$ cat src/logic/clk_out_consts.svh
// Purpose: Offsets, field positions, reset values and counts for the
//          clock output control block.
// Assumes: Included by its bare name from the control block, its checker and the bench.
// Notes:   Definitions only.
`ifndef CLK_OUT_CONSTS_SVH
`define CLK_OUT_CONSTS_SVH

// =============================================================
// Register offsets
`define OFS_GLOBAL_CTRL 8'h00
`define OFS_OUTPUT_ENABLE 8'h04
`define OFS_PATH_SELECT 8'h08
`define OFS_PRESCALE 8'h0C
`define OFS_FINAL_CONFIG 8'h10
`define OFS_STATUS 8'h14
`define OFS_CH_RATIO_BASE 8'h20
`define OFS_CH_RATIO_LAST 8'h3C

// =============================================================
// Field positions
`define FLD_ALL_EN 0
`define FLD_FB_ALIGN 1
`define FLD_BYPASS 2
`define FLD_STATUS_SEL_LO 3
`define FLD_STATUS_SEL_HI 4
`define FLD_POWER_DOWN 5
`define FLD_ST_CAL_BUSY 0
`define FLD_ST_CAL_DONE 1
`define FLD_ST_LOCKED 2
`define FLD_ST_ALIGN_HOLD 3
`define FLD_ST_DISABLE_PIN 4
`define FLD_ST_ALIGN_PIN 5

// =============================================================
// Reset values
`define RST_GLOBAL_CTRL 6'h01
`define RST_OUTPUT_ENABLE 8'h00
`define RST_PATH_SELECT 8'h00
`define RST_PRESCALE 4'h2
`define RST_FINAL_CONFIG 8'h00
`define RST_CH_RATIO 9'h002

// =============================================================
// Timing
`define CLK_MHZ 125
`define CAL_TIME_NS 1000
`define CAL_CYCLES ((`CAL_TIME_NS * `CLK_MHZ) / 1000)
`define ALIGN_STAGES 5
`define LOCK_REF_CYCLES 5

`endif

$ cat src/logic/clk_out_pkg.sv
// Purpose: Types shared by the clock output control design files.
// Assumes: Constants live in clk_out_consts.svh.
// Notes:   Half-period helper is used by both design files.
package clk_out_pkg;

  // =============================================================
  // Global control word
  typedef enum logic [1:0] {
    SEL_LOW,
    SEL_LOCK_HIGH,
    SEL_LOCK_LOW,
    SEL_CAL_DONE
  } status_sel_t;

  typedef struct packed {
    logic power_down;
    status_sel_t status_sel;
    logic bypass;
    logic feedback_align;
    logic all_en;
  } global_ctrl_t;

  typedef enum {
    CAL_IDLE,
    CAL_RUN
  } cal_state_t;

  typedef enum {
    LOCK_SEEK,
    LOCK_HELD
  } lock_state_t;

  // =============================================================
  // High length of a waveform of the given ratio
  function automatic logic [8:0] half_of(input logic [8:0] ratio);
    half_of = ratio >> 1;
  endfunction : half_of

endpackage : clk_out_pkg

$ cat src/logic/channel_divider.sv
// Purpose: One channel divider working on distribution-path ticks.
// Assumes: tick marks the rising edge of the distribution waveform.
// Notes:   Ratio 1 passes the distribution waveform through.
`timescale 1ns/1ps
module channel_divider
  import clk_out_pkg::*;
(
  input wire logic clk,
  input wire logic rst_n,
  input wire logic ce,
  input wire logic tick,
  input wire logic dist_wave,
  input wire logic hold,
  input wire logic [8:0] ratio,
  output logic q
);

  logic [8:0] cnt;
  logic started;
  logic [8:0] half;

  assign half = half_of(ratio);

  // =============================================================
  // Divider with aligned restart
  always_ff @(posedge clk) begin
    if (!rst_n) begin
      q <= 1'b0;
      cnt <= 9'h000;
      started <= 1'b0;
    end else if (ce) begin
      if (hold) begin
        q <= 1'b0;
        cnt <= 9'h000;
        started <= 1'b0;
      end else if (ratio <= 9'h001) begin
        q <= dist_wave;
      end else if (tick) begin
        // Every divider restarts high on the same tick
        if (!started) begin
          q <= 1'b1;
          started <= 1'b1;
          cnt <= 9'h000;
        end else if (cnt == half - 9'h001) begin
          q <= ~q;
          cnt <= 9'h000;
        end else begin
          cnt <= cnt + 9'h001;
        end
      end
    end
  end

endmodule : channel_divider

$ cat src/logic/clock_output_sync_enable.sv
// Purpose: Enable gating, align strobe, calibration trigger and lock
//          indicator for eight distributed clock outputs.
// Assumes: clk is the fast clock; distribution cycles are ticks of it.
// Notes:   Pins pass two flip-flops before any logic reads them.
//
// Function
// Final word write starts calibration unless aligned
// Controller keeps reference valid, bypass zero
// Outputs stay disabled after reset until enabled
// Enable bits gate off; disable pin forces low
// Disable pin pulled up; floating means enabled
// Duty 50%, or ratio/2 on bypassed odd
// Low align strobe holds divided outputs low
// Release makes divided outputs rise together
// Controller holds strobe low over one cycle
// Outputs low at fifth edge after registering
// Outputs rise at fifth edge after release
// Strobe may rise early; alignment still completes
// Align strobe pulled up; floating runs normally
// Prescaler bypass ignores align strobe entirely
// Lock pin to disable pin forces outputs low
// Power-on loads every register default
// Lock after five good cycles, drop on large
// Power-down shows no-lock level on lock pin
// Strobe and disable pin synchronized twice
// Calibration end raises a done flag
//
// Strobed register access and the register addresses are this design's own decisions.
`timescale 1ns/1ps
`include "clk_out_consts.svh"
module clock_output_sync_enable
  import clk_out_pkg::*;
(
  input wire logic clk,
  input wire logic rst_n,
  input wire logic ce,
  input wire logic [7:0] addr,
  input wire logic [31:0] wdata,
  input wire logic wr,
  input wire logic rd,
  output logic [31:0] rdata,
  input wire logic output_disable_pin,
  input wire logic align_n,
  input wire logic ref_tick,
  input wire logic err_below_lock,
  input wire logic err_above_unlock,
  output logic [7:0] clk_out,
  output logic [7:0] out_off,
  output logic lock_indicator_pin,
  output logic cal_done
);

  // =============================================================
  // Register state
  global_ctrl_t ctrl;
  logic [7:0] output_enable_bit;
  logic [7:0] output_path_select;
  logic [3:0] prescale_ratio;
  logic [7:0] final_config_word;
  logic [8:0] channel_ratio [8];

  // Byte address to channel index, used by write and read decode
  function automatic logic [2:0] ch_index(input logic [7:0] a);
    ch_index = a[4:2];
  endfunction : ch_index

  function automatic logic is_ch(input logic [7:0] a);
    is_ch = (a >= `OFS_CH_RATIO_BASE) && (a <= `OFS_CH_RATIO_LAST)
      && (a[1:0] == 2'h0);
  endfunction : is_ch

  logic final_write;
  assign final_write = wr && (addr == `OFS_FINAL_CONFIG);

  // =============================================================
  // Register writes
  always_ff @(posedge clk) begin
    if (!rst_n) begin
      ctrl <= global_ctrl_t'(`RST_GLOBAL_CTRL);
      output_enable_bit <= `RST_OUTPUT_ENABLE;
      output_path_select <= `RST_PATH_SELECT;
      prescale_ratio <= `RST_PRESCALE;
      final_config_word <= `RST_FINAL_CONFIG;
      for (int i = 0; i < 8; i++) begin
        channel_ratio[i] <= `RST_CH_RATIO;
      end
    end else if (ce && wr) begin
      case (addr)
        `OFS_GLOBAL_CTRL: ctrl <= global_ctrl_t'(wdata[5:0]);
        `OFS_OUTPUT_ENABLE: output_enable_bit <= wdata[7:0];
        `OFS_PATH_SELECT: output_path_select <= wdata[7:0];
        `OFS_PRESCALE: prescale_ratio <= wdata[3:0];
        `OFS_FINAL_CONFIG: final_config_word <= wdata[7:0];
        default: begin
          if (is_ch(addr)) begin
            channel_ratio[ch_index(addr)] <= wdata[8:0];
          end
        end
      endcase
    end
  end

  // =============================================================
  // Pin synchronizers
  // Pads carry pull-ups, so an open pin arrives here as a 1
  logic [4:0] pin_meta;
  logic [4:0] pin_sync;
  logic ref_prev;
  logic disable_ok;
  logic align_level;

  always_ff @(posedge clk) begin
    if (!rst_n) begin
      pin_meta <= 5'h1F;
      pin_sync <= 5'h1F;
      ref_prev <= 1'b1;
    end else if (ce) begin
      pin_meta <= {err_above_unlock, err_below_lock, ref_tick,
        align_n, output_disable_pin};
      pin_sync <= pin_meta;
      ref_prev <= pin_sync[2];
    end
  end

  assign disable_ok = pin_sync[0];
  assign align_level = pin_sync[1];

  // =============================================================
  // Distribution path ticks from the prescaler
  logic [3:0] pcnt;
  logic [3:0] ratio_eff;
  logic tick;
  logic dist_wave;
  logic byp_wave;

  // Ratios below two are not legal; clamp rather than stall the path
  assign ratio_eff = (prescale_ratio < 4'h2) ? 4'h2 : prescale_ratio;
  assign tick = ctrl.bypass || (pcnt == ratio_eff - 4'h1);

  always_ff @(posedge clk) begin
    if (!rst_n) begin
      pcnt <= 4'h0;
      byp_wave <= 1'b0;
    end else if (ce) begin
      byp_wave <= ~byp_wave;
      if (tick) begin
        pcnt <= 4'h0;
      end else begin
        pcnt <= pcnt + 4'h1;
      end
    end
  end

  // High for floor(ratio/2) of every ratio cycles: 50% on even ratios, 33 to 47% on odd
  assign dist_wave = ctrl.bypass ? byp_wave
    : ({5'h00, pcnt} < half_of({5'h00, ratio_eff}));

  // =============================================================
  // Align strobe pipeline, one stage per distribution cycle
  logic [`ALIGN_STAGES-1:0] align_pipe;
  logic align_hold;

  always_ff @(posedge clk) begin
    if (!rst_n) begin
      align_pipe <= '1;
    end else if (ce) begin
      if (ctrl.bypass) begin
        align_pipe <= '1;
      end else if (tick) begin
        // Once a level enters, it walks through regardless of the pin
        align_pipe <= {align_pipe[`ALIGN_STAGES-2:0], align_level};
      end
    end
  end

  // Fifth tick after the strobe is registered, either way
  assign align_hold = ~align_pipe[`ALIGN_STAGES-1];

  // =============================================================
  // Channel dividers
  logic [7:0] div_q;

  for (genvar g = 0; g < 8; g++) begin : gen_div
    channel_divider u_div (
      .clk(clk),
      .rst_n(rst_n),
      .ce(ce),
      .tick(tick),
      .dist_wave(dist_wave),
      .hold(align_hold),
      .ratio(channel_ratio[g]),
      .q(div_q[g])
    );
  end

  // =============================================================
  // Output gating
  always_ff @(posedge clk) begin
    if (!rst_n) begin
      clk_out <= 8'h00;
      out_off <= 8'hFF;
    end else if (ce) begin
      for (int i = 0; i < 8; i++) begin
        if (!output_enable_bit[i] || !ctrl.all_en) begin
          clk_out[i] <= 1'b0;
          out_off[i] <= 1'b1;
        end else if (!disable_ok) begin
          clk_out[i] <= 1'b0;
          out_off[i] <= 1'b0;
        end else begin
          // Bypassed paths keep running through an align hold
          clk_out[i] <= output_path_select[i] ? dist_wave : div_q[i];
          out_off[i] <= 1'b0;
        end
      end
    end
  end

  // =============================================================
  // Oscillator calibration
  cal_state_t cal_state;
  logic [15:0] cal_cnt;
  localparam logic [15:0] CAL_LAST = 16'(`CAL_CYCLES - 1);

  always_ff @(posedge clk) begin
    if (!rst_n) begin
      cal_state <= CAL_IDLE;
      cal_cnt <= 16'h0000;
      cal_done <= 1'b0;
    end else if (ce) begin
      // Trusts the controller to keep reference valid and bypass off
      if (final_write && !ctrl.feedback_align) begin
        cal_state <= CAL_RUN;
        cal_cnt <= 16'h0000;
        cal_done <= 1'b0;
      end else begin
        case (cal_state)
          CAL_IDLE: cal_cnt <= 16'h0000;
          CAL_RUN: begin
            if (cal_cnt == CAL_LAST) begin
              cal_state <= CAL_IDLE;
              cal_done <= 1'b1;
            end else begin
              cal_cnt <= cal_cnt + 16'h0001;
            end
          end
          default: cal_state <= CAL_IDLE;
        endcase
      end
    end
  end

  // =============================================================
  // Lock detect on reference cycles
  lock_state_t lock_state;
  logic [2:0] good_cnt;
  logic ref_edge;

  assign ref_edge = pin_sync[2] && !ref_prev;

  always_ff @(posedge clk) begin
    if (!rst_n) begin
      lock_state <= LOCK_SEEK;
      good_cnt <= 3'h0;
    end else if (ce) begin
      if (ctrl.power_down) begin
        lock_state <= LOCK_SEEK;
        good_cnt <= 3'h0;
      end else if (ref_edge) begin
        case (lock_state)
          LOCK_SEEK: begin
            if (!pin_sync[3]) begin
              good_cnt <= 3'h0;
            end else if (good_cnt == 3'(`LOCK_REF_CYCLES - 1)) begin
              lock_state <= LOCK_HELD;
              good_cnt <= 3'h0;
            end else begin
              good_cnt <= good_cnt + 3'h1;
            end
          end
          LOCK_HELD: begin
            if (pin_sync[4]) begin
              lock_state <= LOCK_SEEK;
            end
          end
          default: lock_state <= LOCK_SEEK;
        endcase
      end
    end
  end

  // With SEL_LOCK_HIGH selected, wiring this pin to the disable pin forces outputs low on unlock
  always_ff @(posedge clk) begin
    if (!rst_n) begin
      lock_indicator_pin <= 1'b0;
    end else if (ce) begin
      case (ctrl.status_sel)
        SEL_LOCK_HIGH: lock_indicator_pin <= (lock_state == LOCK_HELD);
        SEL_LOCK_LOW: lock_indicator_pin <= (lock_state != LOCK_HELD);
        SEL_CAL_DONE: lock_indicator_pin <= cal_done;
        default: lock_indicator_pin <= 1'b0;
      endcase
    end
  end

  // =============================================================
  // Register reads, data in the following cycle
  always_ff @(posedge clk) begin
    if (!rst_n) begin
      rdata <= 32'h0000_0000;
    end else if (ce) begin
      rdata <= 32'h0000_0000;
      if (rd) begin
        case (addr)
          `OFS_GLOBAL_CTRL: rdata <= {26'h0, ctrl};
          `OFS_OUTPUT_ENABLE: rdata <= {24'h0, output_enable_bit};
          `OFS_PATH_SELECT: rdata <= {24'h0, output_path_select};
          `OFS_PRESCALE: rdata <= {28'h0, prescale_ratio};
          `OFS_FINAL_CONFIG: rdata <= {24'h0, final_config_word};
          `OFS_STATUS: begin
            rdata[`FLD_ST_CAL_BUSY] <= (cal_state == CAL_RUN);
            rdata[`FLD_ST_CAL_DONE] <= cal_done;
            rdata[`FLD_ST_LOCKED] <= (lock_state == LOCK_HELD);
            rdata[`FLD_ST_ALIGN_HOLD] <= align_hold;
            rdata[`FLD_ST_DISABLE_PIN] <= disable_ok;
            rdata[`FLD_ST_ALIGN_PIN] <= align_level;
          end
          default: begin
            if (is_ch(addr)) begin
              rdata <= {23'h0, channel_ratio[ch_index(addr)]};
            end
          end
        endcase
      end
    end
  end

endmodule : clock_output_sync_enable

$ cat config.mk
export PLATFORM = sky130hd
export DESIGN_NAME = clock_output_sync_enable
export DESIGN_NICKNAME = d
export VERILOG_FILES = /design/src/logic/clk_out_pkg.sv /design/src/logic/channel_divider.sv /design/src/logic/clock_output_sync_enable.sv
export VERILOG_INCLUDE_DIRS = /design/src /design/src/logic
export SDC_FILE = /design/constraint.sdc
export NUM_CORES = 1
export LEC_CHECK = 0
export ABC_CLOCK_PERIOD_IN_PS = 3200
export BUFFER_PORTS_ARGS = -buffer_cell sky130_fd_sc_hd__buf_4
export CAP_MARGIN = 15
export CELL_PAD_IN_SITES_DETAIL_PLACEMENT = 1
export CELL_PAD_IN_SITES_GLOBAL_PLACEMENT = 1
export CORE_ASPECT_RATIO = 2
export CORE_UTILIZATION = 43
export CTS_CLUSTER_DIAMETER = 40
export DETAILED_ROUTE_END_ITERATION = 8
export PLACE_DENSITY_LB_ADDON = 0.1
export SLEW_MARGIN = 10
export SYNTH_ARGS = -nofsm -noshare
export SYNTH_HDL_FRONTEND = slang
export SYNTH_HIERARCHICAL = 1
export SYNTH_SLANG_ARGS = --single-unit
$ cat constraint.sdc
create_clock -name clk -period 3.2 [get_ports clk]
set_clock_uncertainty 0.2 [all_clocks]
set_input_delay 0.32 -clock clk [delete_from_list [all_inputs] [get_ports clk]]
set_output_delay 0.32 -clock clk [all_outputs]
set_load 0.02 [all_outputs]
## Word-level counts from Yosys, hierarchy flattened

Memories as Yosys holds them, arrays and structs flattened.
Index checks and enable logic that the tools add are counted.

| word-level totals | value |
|---|---|
| register bits | 276 |
| memory bits (writable) | 72 |
| input port bits | 50 |
| output and inout port bits | 50 |
| logic and storage cells | 380 |
| memories kept | 1 |

Memory list:

| name | words | bits a word | read ports | clocked after memory_dff | wr ports | RTL line | source |
|---|---|---|---|---|---|---|---|
| channel_ratio | 8 | 9 | 9 | 0 | 8 | clock_output_sync_enable.sv:60 | `logic [8:0] channel_ratio [8];` |

| operators by class | value |
|---|---|
| $add $sub $neg | 20 |
| $lt $le $gt $ge | 12 |
| equality and inequality tests | 55 |
| multiplexer cells | 168 |
| bitwise operators | 10 |
| reduce and logical (&&, ||, !) cells | 66 |

Operator list:

| kind | number |
|---|---|
| $mux W9 | 42 |
| $mux W32 | 8 |
| $pmux W32 S2 | 2 |
| $pmux W26 S4 | 1 |
| $mux W1 | 100 |
| $add A9 B1 Y9 const B | 8 |
| $eq A9 B9 Y1 | 8 |
| $le A9 B1 Y1 const B | 8 |
| $sub A8 B1 Y9 const B | 8 |
| $eq A32 B1 Y1 const B | 2 |
| $eq A32 B2 Y1 const B | 2 |
| $logic_not A32 Y1 | 2 |
| $reduce_and A3 Y1 | 20 |
| $pmux W6 S6 | 1 |
| $mux W16 | 2 |
| $ne A32 B2 Y1 const B | 1 |
| $ne A4 B4 Y1 const B | 8 |
| $pmux W16 S2 | 1 |
| $ne A3 B1 Y1 const B | 8 |
| $mux W3 | 6 |
| $ne A2 B2 Y1 const B | 9 |
| $add A16 B1 Y16 const B | 1 |
| $eq A16 B7 Y1 const B | 1 |
| $eq A8 B4 Y1 const B | 2 |
| other kinds (31) | 80 |

## Logic depth before layout (Yosys ltp)

Gate-level depths: netlist (run 1).

| logic depth | value |
|---|---|
| depth after elaboration | 10 |
| mapped depth | 11 |
| depth with buffers taken out | 9 |

## Hierarchy

The synthesis (run 1) kept the hierarchy.

Modules (own cells, without submodules):

| module | instances | cells each | area each (sq um) | seq. area each (sq um) |
|---|---|---|---|---|
| clock_output_sync_enable | 1 | 825 | 8,505.7 | 4,224.1 |
| channel_divider | 8 | 118 | 904.6 | 220.2 |

## Least setup slack after synthesis (run 1)

Ideal clock, no wire load.

| path | value |
|---|---|
| kind | flip-flop to flip-flop |
| start point | register prescale_ratio[2] |
| end point | register gen_div[0].u_div.cnt[4] |
| library setup time | 0.117 ns |
| data arrival time | 2.919 ns |
| required time | 2.883 ns |
| path slack | -0.036 ns |
| cell stages (with the launch flop) | 12 |
| buffers on the path | 2 |
| clock period less this slack | 3.236 ns |
| cell sequence | dfxtp_1 -> clkbuf_1 -> o31ai_1 -> ha_1 -> xor2_1 -> a41o_1 -> clkbuf_1 -> and2_1 -> o21ai_0 -> nand2_1 -> o21ai_0 -> a22o_1 |

| on the way | value |
|---|---|
| longest elaborated chain between the ends | 7 |

Ends and longest elaborated chain:

| what | RTL line | source |
|---|---|---|
| from (decl) | clock_output_sync_enable.sv:58 | `logic [3:0] prescale_ratio;` |
| from (signal assigned) | clock_output_sync_enable.sv:82 | `` prescale_ratio <= `RST_PRESCALE; `` |
| from (signal assigned) | clock_output_sync_enable.sv:92 | `` `OFS_PRESCALE: prescale_ratio <= wdata[3:0]; `` |
| $lt A4 B2 Y1 | clock_output_sync_enable.sv:137 | `assign ratio_eff = (prescale_ratio < 4'h2) ? 4'h2 : prescale_ratio;` |
| $mux W4 * | clock_output_sync_enable.sv:137 |  |
| $sub A4 B1 Y4 * | clock_output_sync_enable.sv:138 | `assign tick = ctrl.bypass \|\| (pcnt == ratio_eff - 4'h1);` |
| $eq A4 B4 Y1 * | clock_output_sync_enable.sv:138 |  |
| $logic_or A1 B1 Y1 * | clock_output_sync_enable.sv:138 |  |
| via tick | clock_output_sync_enable.sv:132 | `logic tick;` |
| $ne A2 B1 Y1 (no line) * | n/a |  |
| $reduce_and A3 Y1 (no line) * | n/a |  |
| to (signal assigned) | channel_divider.sv:48 | `cnt <= cnt + 9'h001;` |
| to (decl) | channel_divider.sv:18 | `logic [8:0] cnt;` |

The timed path passes the listed nets; every way through them passes the cells marked *.
A chain may end at the register's enable or synchronous reset.

## Worst setup path in the final report (run 1)

| path | value |
|---|---|
| start point | register prescale_ratio[2] |
| end point | register gen_div[6].u_div.q |

| on the way | value |
|---|---|
| elaborated cells on any way between the ends | 11 |
| those cells by class | add/sub (1); order compare (2); eq/ne (2); mux (4); reduce/logical (2) |

RTL lines:

| what | RTL line | source |
|---|---|---|
| $lt A4 B2 Y1 | clock_output_sync_enable.sv:137 |  |
| $mux W4 * | clock_output_sync_enable.sv:137 |  |
| $lt A4 B3 Y1 * | clock_output_sync_enable.sv:156 | `: ({5'h00, pcnt} < half_of({5'h00, ratio_eff}));` |
| $mux W1 * | clock_output_sync_enable.sv:155 | `assign dist_wave = ctrl.bypass ? byp_wave` |
| via dist_wave | clock_output_sync_enable.sv:133 | `logic dist_wave;` |
| $mux W1 * | channel_divider.sv:36 | `end else if (ratio <= 9'h001) begin` |
| $mux W1 * | channel_divider.sv:32 | `if (hold) begin` |
| to (signal assigned) | channel_divider.sv:37 | `q <= dist_wave;` |
| to (signal assigned) | channel_divider.sv:45 | `q <= ~q;` |
| to (decl) | channel_divider.sv:15 | `output logic q` |

Marks and branches as above.

==> flow_metrics.py, run 1 <==
metrics = {
    "layout": {
        "drive_gt1_share_pct": 13.1,
        "multi_input_area_sq_mm": 0.00908,
        "fillers": 4241,
        "final_nets": 1940,
        "area.growth.synth_to_final_pct": 15.4,
        "post-route-util_pct": 50.6,
        "regArea_sq_mm": 0.00599,
        "diodes": 0,
    },
    "global_routing": {
        "antenna_found_initial": 1,
        "grt_pass1_wl_um": 80100,
        "grt_overflow": 0,
        "grt_pass1_vias": 14900,
        "met3_usage_pct": 2.99,
        "grt_max_degree": 39,
        "grtUsageMet2_pct": 55.4,
        "track_usage_pct": 28.0,
        "grt_use_met1_pct": 26.9,
        "top_usage_layer": "met2",
    },
    "detailed_routing": {
        "first_pass_iters": 4,
        "vias": 14000,
        "drc": 0,
        "ant_nets": 0,
        "vias_per_cell": 5.99,
        "routedWlPerCell_um": 21.9,
        "drt_iter0_markers": 595,
        "wirelength_um": 51200,
    },
    "synthesis": {
        "syn_area_sq_mm": 0.0157,
        "ys_types": 65,
        "synthFlopType": "dfxtp_1",
        "synth_cells": 1769,
        "synth_area_per_cell_sq_um": 8.90,
        "synth-seq-cells": 263,
        "synthArstFlopShare_pct": 0,
        "yosysWarnings": 6,
        "synth_edf_count": 72,
        "synth_seq_area_share_pct": 38.0,
    },
    "worst_setup_path": {
        "critPathArrivalTime_ns": 3.17,
        "crit_path_start_kind": "register",
        "end_kind": "register",
        "critPathKind": "register to register",
        "cp_max_fo": 9,
        "required_ns": 3.41,
    },
    "clock_network": {
        "htreeDepth": 2,
        "cts_tree": "yes",
        "clkLatencyLatePin_ns": 0.54,
        "numCtsBuffers": 36,
        "clock-sinks": 263,
        "root_buffer": "clkbuf_16",
        "clk_pin_slew_worst_paths_ns": 0.06,
        "cts_buffer_depth": 3,
    },
    "timing": {
        "finalMaxSlewViolations": 0,
        "rsz0062_at_grt": "false",
        "fin_tns_setup_ns": 0,
        "hold_viol": 0,
        "setup_viol": 0,
        "worst_pin_slew_ns": 0.822,
        "timing.final.crit_share_pct": 92.3,
        "max_slew_margin_pct": 45.2,
        "max_freq_mhz": 338,
        "period_minus_slack_ns": 2.95,
    },
    "job": {
        "cap_violations": 0,
    },
    "placement": {
        "gp_congestion": 0.834,
        "hpwl_um": 38300,
        "portBuffers": 53,
    },
    "die": {
        "die_h_um": 273,
        "core_sq_mm": 0.0359,
        "io_pins": 100,
        "num_rows": 98,
        "die_w_um": 137,
        "initial_core_util_pct": 43.8,
        "die_area_sq_mm": 0.0374,
    },
    "run_status": {
        "outcome": "finished, final reports clean",
    },
    "power_and_ir_drop": {
        "power-per-cell-area_mw_per_mm2": 467,
        "leakage_nw": 7.00,
        "peakVddDrop_v": 0.000458,
    },
    "min_path": {
        "hold_path.class": "input pin to register",
    },
}
-- timing repair --
item                                    in CTS  in global routing
buffers inserted                             0                  0
gates resized for setup                      0                  1
endpoints found under the hold margin       42                  0
hold buffers                                14                  0
endpoints found under the setup margin       0                  7
-- synthesized netlist by cell type (19+ instances only) --
library cell,n,area share (%)
mux4_2,21,3.0
nand2_1,153,3.6
xnor2_1,37,2.1
nor4_1,19,0.76
a22o_1,43,2.4
a21boi_0,25,1.2
clkbuf_1,58,1.4
nor3_1,47,1.5
nor2_1,95,2.3
ha_1,24,1.9
nor4b_1,25,1.4
nor2b_1,61,2.4
edfxtp_1,72,14
a21oi_1,55,1.7
buf_4,23,1.1
and2_1,82,3.3
inv_1,76,1.8
xor2_1,48,2.7
o21ai_0,151,4.8
mux2i_1,42,2.7
and3_1,57,2.3
nand2b_1,28,1.1
dfxtp_1,191,24
nand3_1,70,2.2
-- cell families (layout without fill, tap and decap cells) --
logic type / Yosys count / after routing / share of synthesized area [%]
xor gates and xnor gates: 85 / 85 / 4.73
buffers and inverters: 171 / 274 / 4.85
other: 1 / 23 / 0.0238
AOI/OAI and AO/OA: 419 / 419 / 18.4
DFF: 263 / 263 / 38.0
and+or+nand+nor: 743 / 743 / 26.4
muxes: 63 / 63 / 5.67
adders and majority gates: 24 / 24 / 1.91
-- layout by cell type, fill, tap and decap left out, drive strengths merged, types with 21 or more instances in the layout --
cell type / n
a21boi: 25
a21oi: 56
a22o: 43
and2: 82
and3: 57
buf: 118
clkbuf: 43
conb: 23
dfxtp: 191
edfxtp: 72
ha: 24
inv: 87
mux2i: 42
mux4: 21
nand2: 153
nand2b: 28
nand3: 70
nor2: 103
nor2b: 61
nor3: 55
nor4b: 26
o21ai: 151
xnor2: 37
xor2: 48
-- routing by layer --
layer / wire (um) / up-vias
li1: - / 6612
met1: 18000 / 7050
met2: 29000 / 245
met3: 1220 / 139
met4: 2980 / 0
met5: 0 / -
-- where the power goes --
part	internal (mW)	switching [mW]
Clock	2.36	1.68
Combinational	0.319	0.516
Sequential	3.49	0.119
Total	6.17	2.31
-- state kept, by name, indices dropped and copies added (netlist names), 5 cells and up --
signal,cells
cal_cnt,16
rdata,9
pin_sync,5
final_config_word,8
out_off,8
pin_meta,5
channel_ratio,72
ctrl,6
gen_div.u_div/started,8
output_enable_bit,8
output_path_select,8
gen_div.u_div/q,8
clk_out,8
align_pipe,5
gen_div.u_div/cnt,72
-- final timing paths --
path / from / endpoint / slack [ns] / cells after the start
setup / recovery: prescale_ratio[2] / gen_div[6].u_div/q / 0.25 / 8
hold / removal: rd / rdata[6] / 0.03 / 3
setup reg to reg: prescale_ratio[2] / gen_div[6].u_div/q / 0.25 / 8
hold reg to reg: gen_div[7].u_div/q / gen_div[7].u_div/q / 0.28 / 2
-- through the flow --
stage	worst slack, ns	cells	power, mW	hold WS [ns]	area [sq um]
3_3_place_gp	0.342	2264	4.47	0.255	16800
4_1_cts	0.217	2344	8.57	0.00716	18200
2_1_floorplan	0.276	1791	4.18	0.239	15800
6_report	0.246	2344	8.48	0.0295	18200
5_1_grt	0.0743	2344	8.78	0.0431	18200
3_5_place_dp	0.245	2264	4.50	0.268	16800
-- critical path, stage by stage, from the launching register on --
cell and delay [ns]:
dfxtp_1 0.44, inv_1 0.07, ha_1 0.28, o21a_1 0.11, o21ai_0 0.07, a22oi_1 0.63
inv_1 0.57, o211ai_1 0.35, mux2i_1 0.10
-- final cells by class --
cell class,count,share of cell area (%)
clock buffer,43,5.28
clock inverter,23,1.26
inverter,76,1.57
multi-input combinational,1357,50.0
sequential,263,32.9
tap,450,3.10
timing repair buffer,132,5.85
No activity file was read; power rests on OpenSTA's default activity.
==> run 2: changes to the inputs <==
- REMOVE_ABC_BUFFERS: default -> 1
==> run 2 against run 1 <==
  * Routed wire length down 1.1%
  * Worst setup slack gained 0.0040 ns
  * Sequential share of layout area grew 0.14 points
  * Combinational power about the same
  * Maximum frequency up 0.14%
  * Power fell by 2.0%
  * Cell area fell by 0.41%
  * First-iteration DRC count decreased by 9.4%
  * Critical path type unchanged
  * Highest routed layer unchanged
==> flow_metrics.py, run 2 (synthesized netlist as in run 1, its figures left out) <==
metrics = {
    "global_routing": {
        "grt_pass1_vias": 14900,
        "grt_overflow": 0,
        "track_usage_pct": 27.8,
        "antenna_found_initial": 0,
        "grt_max_degree": 80,
        "grt_pass1_wl_um": 79900,
    },
    "detailed_routing": {
        "routedWlPerCell_um": 21.7,
        "drt_iter0_markers": 539,
        "drc": 0,
        "vias": 14000,
        "vias_per_cell": 5.99,
        "ant_nets": 0,
        "first_pass_iters": 7,
        "wirelength_um": 50700,
    },
    "clock_network": {
        "clk_pin_slew_worst_paths_ns": 0.07,
        "cts_buffer_depth": 3,
        "cts_tree": "yes",
        "root_buffer": "clkbuf_16",
        "htreeDepth": 2,
        "cts_setup_buffers": 0,
        "clkLatencyLatePin_ns": 0.55,
        "clock-sinks": 263,
        "numCtsBuffers": 35,
    },
    "power_and_ir_drop": {
        "power-per-cell-area_mw_per_mm2": 460,
        "intPower_mw": 5.98,
        "p_comb_share_pct": 10.1,
        "peakVddDrop_v": 0.000410,
        "seqPwrFrac_pct": 43.4,
        "power_mw": 8.32,
        "clockPowerShare_pct": 46.5,
        "p_sw_mw": 2.34,
        "leakage_nw": 6.99,
        "swShare_pct": 28.1,
    },
    "layout": {
        "area.growth.synth_to_final_pct": 14.9,
        "final_cell_mix": "dfxtp_1 (191), nand2_1 (153), o21ai_0 (148)",
        "drive_gt1_share_pct": 13.0,
        "reg_top3": "channel_ratio (72), gen_div.u_div/cnt (72), cal_cnt (16)",
        "final_common_cell": "dfxtp_1",
        "final_nets": 1934,
    },
    "die": {
        "initial_core_util_pct": 43.8,
        "core_sq_mm": 0.0359,
        "die_w_um": 137,
        "die_area_sq_mm": 0.0374,
        "io_pins": 100,
        "num_rows": 98,
        "die_h_um": 273,
    },
    "worst_setup_path": {
        "cp_max_fo": 5,
        "critPathArrivalTime_ns": 3.19,
        "cp_cell_sequence": "inv_1 > ha_1 > or3b_4 > nor4b_1 > a211oi_1 > o31a_1 > o31ai_1 > o21ai_0 > and2_1",
        "end_kind": "register",
        "required_ns": 3.44,
        "critPathMaxStageDelay_ns": 0.53,
        "cp_num_buf_inv": 1,
        "critPathKind": "register to register",
        "critPathSlowestCell": "o31ai_1",
        "cp_top_family": "simple AND/OR/NAND/NOR gates",
        "crit_path_start_kind": "register",
    },
    "min_path": {
        "hold_path.class": "input pin to register",
    },
    "timing": {
        "period_minus_slack_ns": 2.95,
        "rsz0062_at_grt": "false",
        "worst_pin_slew_ns": 0.664,
        "setup_viol": 0,
        "fin_ws_ns": 0.250,
        "finalMaxSlewViolations": 0,
        "hold_ws_ns": 0.0668,
        "max_freq_mhz": 339,
        "timing.final.crit_share_pct": 92.2,
        "hold_viol": 0,
        "max_slew_margin_pct": 55.6,
    },
    "placement": {
        "portBuffers": 53,
        "post-place-ws_ns": 0.113,
        "gp_congestion": 0.859,
        "hpwl_um": 37400,
    },
    "run_status": {
        "outcome": "finished, final reports clean",
    },
    "job": {
        "cap_violations": 0,
    },
}
[run 2: changes by cell type in the layout (fill, tap and decap cells not counted), sizes merged, moves of 2 or more]
| cell | previous run | this run |
|---|---|---|
| clkinv | 3 | 9 |
| clkinvlp | 7 | 1 |
| bufinv | 2 | 0 |
| buf | 118 | 112 |
| inv | 87 | 90 |
| clkbuf | 43 | 40 |
[run 2: metal layers]
metal / up-vias / track usage (%) / part of all wire, %
met2: 300 / 53.8 / 56
met1: 6951 / 27.5 / 36
met5: - / 0 / 0
met4: 0 / 16.1 / 5.4
li1: 6603 / - / -
met3: 146 / 3.28 / 3.1
[run 2: worst register-to-register path, delay by kind of cell, from the launching register on]
family | cells | cell delay (ns)
simple gates | 3 | 0.98
buf+inv | 1 | 0.09
compound gates | 4 | 0.93
flops | 1 | 0.41
fa+ha+maj | 1 | 0.22
[run 2: area by class of cell]
| type | instances | area, sq um |
|---|---|---|
| sequential | 263 | 5990 |
| fill | 4199 | 17800 |
| timing repair buffer | 127 | 1040 |
| clock inverter | 24 | 193 |
| antenna | 1 | 2.50 |
| inverter | 76 | 285 |
| multi-input combinational | 1357 | 9090 |
| tap | 450 | 563 |
| clock buffer | 40 | 935 |
[run 2: what timing repair did]
item / in CTS / in global routing
gates resized for setup: 0 / 4
endpoints found under the hold margin: 43 / 0
hold buffers: 15 / 0
setup endpoints to repair: 0 / 15
[run 2: worst paths after layout]
kind | cells after the start | endpoint | startpoint | slack, ns
max reg2reg | 9 | gen_div[4].u_div/cnt[1] | channel_ratio[4][1] | 0.25
min reg2reg | 2 | out_off[5] | out_off[5] | 0.28
max | 9 | gen_div[4].u_div/cnt[1] | channel_ratio[4][1] | 0.25
min | 3 | pin_meta[0] | ce | 0.07
[run 2: power by group through the flow]
stage,registers (mW),clock network [mW],logic [mW]
after floorplan,3.63,0,0.462
after global placement,3.68,0,0.788
after detailed placement,3.68,0,0.815
after CTS,3.61,3.96,0.835
after global routing,3.62,4.08,0.903
final,3.61,3.87,0.837
[run 2: per-stage QoR]
stage	setup TNS [ns]	area (sq um)	std cells	util, %
finish	0	18100	2338	50.4
global route	0	18100	2337	50.4
CTS	0	18100	2337	50.3
detailed placement	0	16800	2258	46.8
global placement	0	16800	2258	46.8
floorplan	-0.104	15300	1696	-
==> run 3: changes to the inputs <==
- ABC_AREA: default -> 1
- ABC_CLOCK_PERIOD_IN_PS: 3200 -> 3350
- CORE_UTILIZATION: 43 -> 45
- clock period: 3.2 -> 3.35 ns (I/O delays scaled with it)
==> run 3 against run 2 <==
  * Via count is 17% higher
  * Combinational power up 18%
  * Critical path depth up 10
  * Sequential share of layout area decreased by 1.9 points
  * Clock-buffer cell count rose by 2
  * Largest cell class unchanged
  * Synthesized area is 9.0% higher
==> flow_metrics.py, run 3 <==
metrics = {
    "run_status": {
        "outcome": "finished, final reports clean",
    },
    "synthesis": {
        "synthArstFlopShare_pct": 0,
        "synth_edf_count": 72,
        "yosysWarnings": 6,
        "synth_area_per_cell_sq_um": 6.94,
        "ys_top_cells_by_area": "dfxtp_1 (22%), nand2_1 (14%), edfxtp_1 (13%), inv_1 (7.3%), nand3_1 (6.6%)",
        "synth_seq_area_share_pct": 34.9,
        "synth_top_area_share_pct": 22.3,
        "synth-seq-cells": 263,
        "syn_area_sq_mm": 0.0172,
        "synth_most_common_cell": "nand2_1",
        "yosysTopAreaCell": "dfxtp_1",
        "synthFlopType": "dfxtp_1",
        "synth_commonest_cells": "nand2_1 (656), inv_1 (332), nor2_1 (292)",
        "ys_types": 44,
        "synth_cells": 2472,
    },
    "layout": {
        "reg_top3": "channel_ratio (72), gen_div.u_div/cnt (72), cal_cnt (16)",
        "final_cell_mix": "nand2_1 (656), inv_1 (332), nor2_1 (292)",
        "diodes": 0,
        "multi_input_area_sq_mm": 0.00955,
        "drive_gt1_share_pct": 15.6,
        "final_common_cell": "nand2_1",
        "regArea_sq_mm": 0.00599,
        "area.growth.synth_to_final_pct": 12.0,
        "fillers": 4950,
        "final_nets": 2615,
    },
    "detailed_routing": {
        "wirelength_um": 55900,
        "ant_nets": 0,
        "vias_per_cell": 5.40,
        "routedWlPerCell_um": 18.5,
        "drc": 0,
        "drt_iter0_markers": 638,
        "first_pass_iters": 7,
        "vias": 16300,
    },
    "worst_setup_path": {
        "critPathMaxStageDelay_ns": 0.44,
        "cpMostUsedCell": "nand2_1",
        "required_ns": 3.61,
        "ff2ff_setup_slack_ns": 0.42,
        "end_kind": "register",
        "cp_max_fo": 12,
        "cp_top_family": "simple AND/OR/NAND/NOR gates",
        "critPathKind": "register to register",
        "cp_num_buf_inv": 2,
        "cp.depth": 19,
        "r2r-start": "prescale_ratio[2]",
        "r2r_cells": 19,
        "rr_endpoint": "gen_div[4].u_div/cnt[5]",
        "critPathArrivalTime_ns": 3.19,
        "endpoint": "gen_div[4].u_div/cnt[5]",
        "cp_cell_sequence": "nor2_1 > nand2_1 > nand2_1 > ha_1 > xor2_1 > nand2_1 > nand2_1 > nor2_1 > nand3_1 > nand2_1 > buf_4 > nand2_1 > nand2_1 > nand4_1 > nor2_2 > inv_1 > nand2_1 > nand3_1 > nor2_1",
        "crit_path_start_kind": "register",
        "critPathSlowestCell": "dfxtp_1",
        "crit_path_start": "prescale_ratio[2]",
    },
    "global_routing": {
        "met3_usage_pct": 2.77,
        "grtUsageMet2_pct": 61.4,
        "top_usage_layer": "met2",
        "grt_max_degree": 63,
        "grt_pass1_wl_um": 89000,
        "antenna_found_initial": 1,
        "track_usage_pct": 29.1,
        "grt_use_met1_pct": 26.0,
        "grt_overflow": 0,
        "grt_pass1_vias": 17500,
    },
    "timing": {
        "rsz0062_at_grt": "false",
        "worst_pin_slew_ns": 0.912,
        "fin_tns_setup_ns": 0,
        "max_slew_margin_pct": 39.0,
        "timing.final.crit_share_pct": 87.5,
        "max_freq_mhz": 341,
        "hold_viol": 0,
        "setup_viol": 0,
        "period_minus_slack_ns": 2.93,
        "fin_ws_ns": 0.418,
        "finalMaxSlewViolations": 0,
    },
    "clock_network": {
        "cts_buffer_depth": 3,
        "cts_setup_buffers": 0,
        "clock-sinks": 263,
        "cts_tree": "yes",
        "clkLatencyLatePin_ns": 0.53,
        "htreeDepth": 2,
        "root_buffer": "clkbuf_16",
        "numCtsBuffers": 36,
        "clk_pin_slew_worst_paths_ns": 0.06,
    },
    "job": {
        "cap_violations": 0,
    },
    "die": {
        "die_area_sq_mm": 0.0390,
        "initial_core_util_pct": 45.9,
        "die_h_um": 278,
        "num_rows": 100,
        "core_sq_mm": 0.0374,
        "die_w_um": 140,
        "io_pins": 100,
    },
    "power_and_ir_drop": {
        "leakage_nw": 8.41,
        "power-per-cell-area_mw_per_mm2": 427,
        "peakVddDrop_v": 0.000410,
    },
    "placement": {
        "gp_congestion": 0.919,
        "portBuffers": 53,
        "post-place-ws_ns": 0.425,
        "hpwl_um": 43300,
    },
    "min_path": {
        "hold_path.class": "input pin to register",
    },
}
run 3: cell types whose count changed in the layout (fill, tap and decap cells not counted), sizes merged, moves of 43 or more:
cell   before  now
a22o       43    0
and2       82    0
and3       57    0
inv        90  350
nand2     153  750
nand3      70  269
nor2      103  359
nor2b      61    0
o21ai     151   84
run 3: worst min-delay path by stage:
stage | from | end | slack, ns | cells after the start
after CTS | wdata[8] | channel_ratio[5][8] | 0.16 | 3
final | wdata[8] | channel_ratio[5][8] | 0.17 | 3
after global placement | align_pipe[3] | align_pipe[3] | 0.23 | 2
after floorplan | rst_n | out_off[0] | 0.20 | 1
after detailed placement | align_pipe[2] | align_pipe[2] | 0.24 | 2
after global routing | wdata[8] | channel_ratio[6][8] | 0.19 | 3
run 3: kinds of logic after synthesis:
family                   Yosys count  share of synthesized area [%]
other                              1                         0.0218
AO/OA/AOI/OAI                    222                           7.57
AND/OR/NAND/NOR                 1485                           42.9
buffers and inverters            420                           9.99
XOR/XNOR                          57                           2.91
flip-flops                       263                           34.9
adder cells (fa/ha/maj)           24                           1.75
run 3: layer usage:
layer  up-vias  wire length [um]
li1       7981                 -
met1      7894             19000
met2       292             32400
met3       165              1420
met4         2              3040
met5         -                14
run 3: cell type report:
cell class | count | area share (%)
clock buffer | 42 | 5.03
clock inverter | 22 | 0.911
inverter | 344 | 6.72
multi-input combinational | 1811 | 49.7
sequential | 263 | 31.1
tap | 459 | 2.99
timing repair buffer | 85 | 3.53
run 3: power by group:
part	leakage (nW)	internal [mW]	switching, mW
registers	2.23	3.35	0.139
clock network	0.560	2.12	1.60
logic	5.62	0.296	0.692
run 3: worst reg2reg max path: cells and delay by family (launching register included):
kind                       cells  cell delay [ns]
xor gates and xnor gates       1             0.15
and+or+nand+nor               15             1.46
DFF                            1             0.44
buffers and inverters          2             0.36
adders and majority gates      1             0.24
run 3: through the flow:
stage | area, sq um | total power [mW] | hold slack, ns | instances | utilization, %
finish | 19200 | 8.20 | 0.167 | 3026 | 51.4
global route | 19200 | 8.50 | 0.188 | 3026 | 51.4
CTS | 19200 | 8.29 | 0.159 | 3026 | 51.4
detailed placement | 18000 | 4.54 | 0.244 | 2951 | 48.0
global placement | 18000 | 4.50 | 0.231 | 2951 | 48.0
floorplan | 16800 | 4.14 | 0.204 | 2418 | -
run 3: what timing repair did:
action | 4_1_cts | 5_1_grt
hold buffers | 11 | 0
setup endpoints to repair | 0 | 0
endpoints found under the hold margin | 12 | 0
resized for setup | 0 | 0
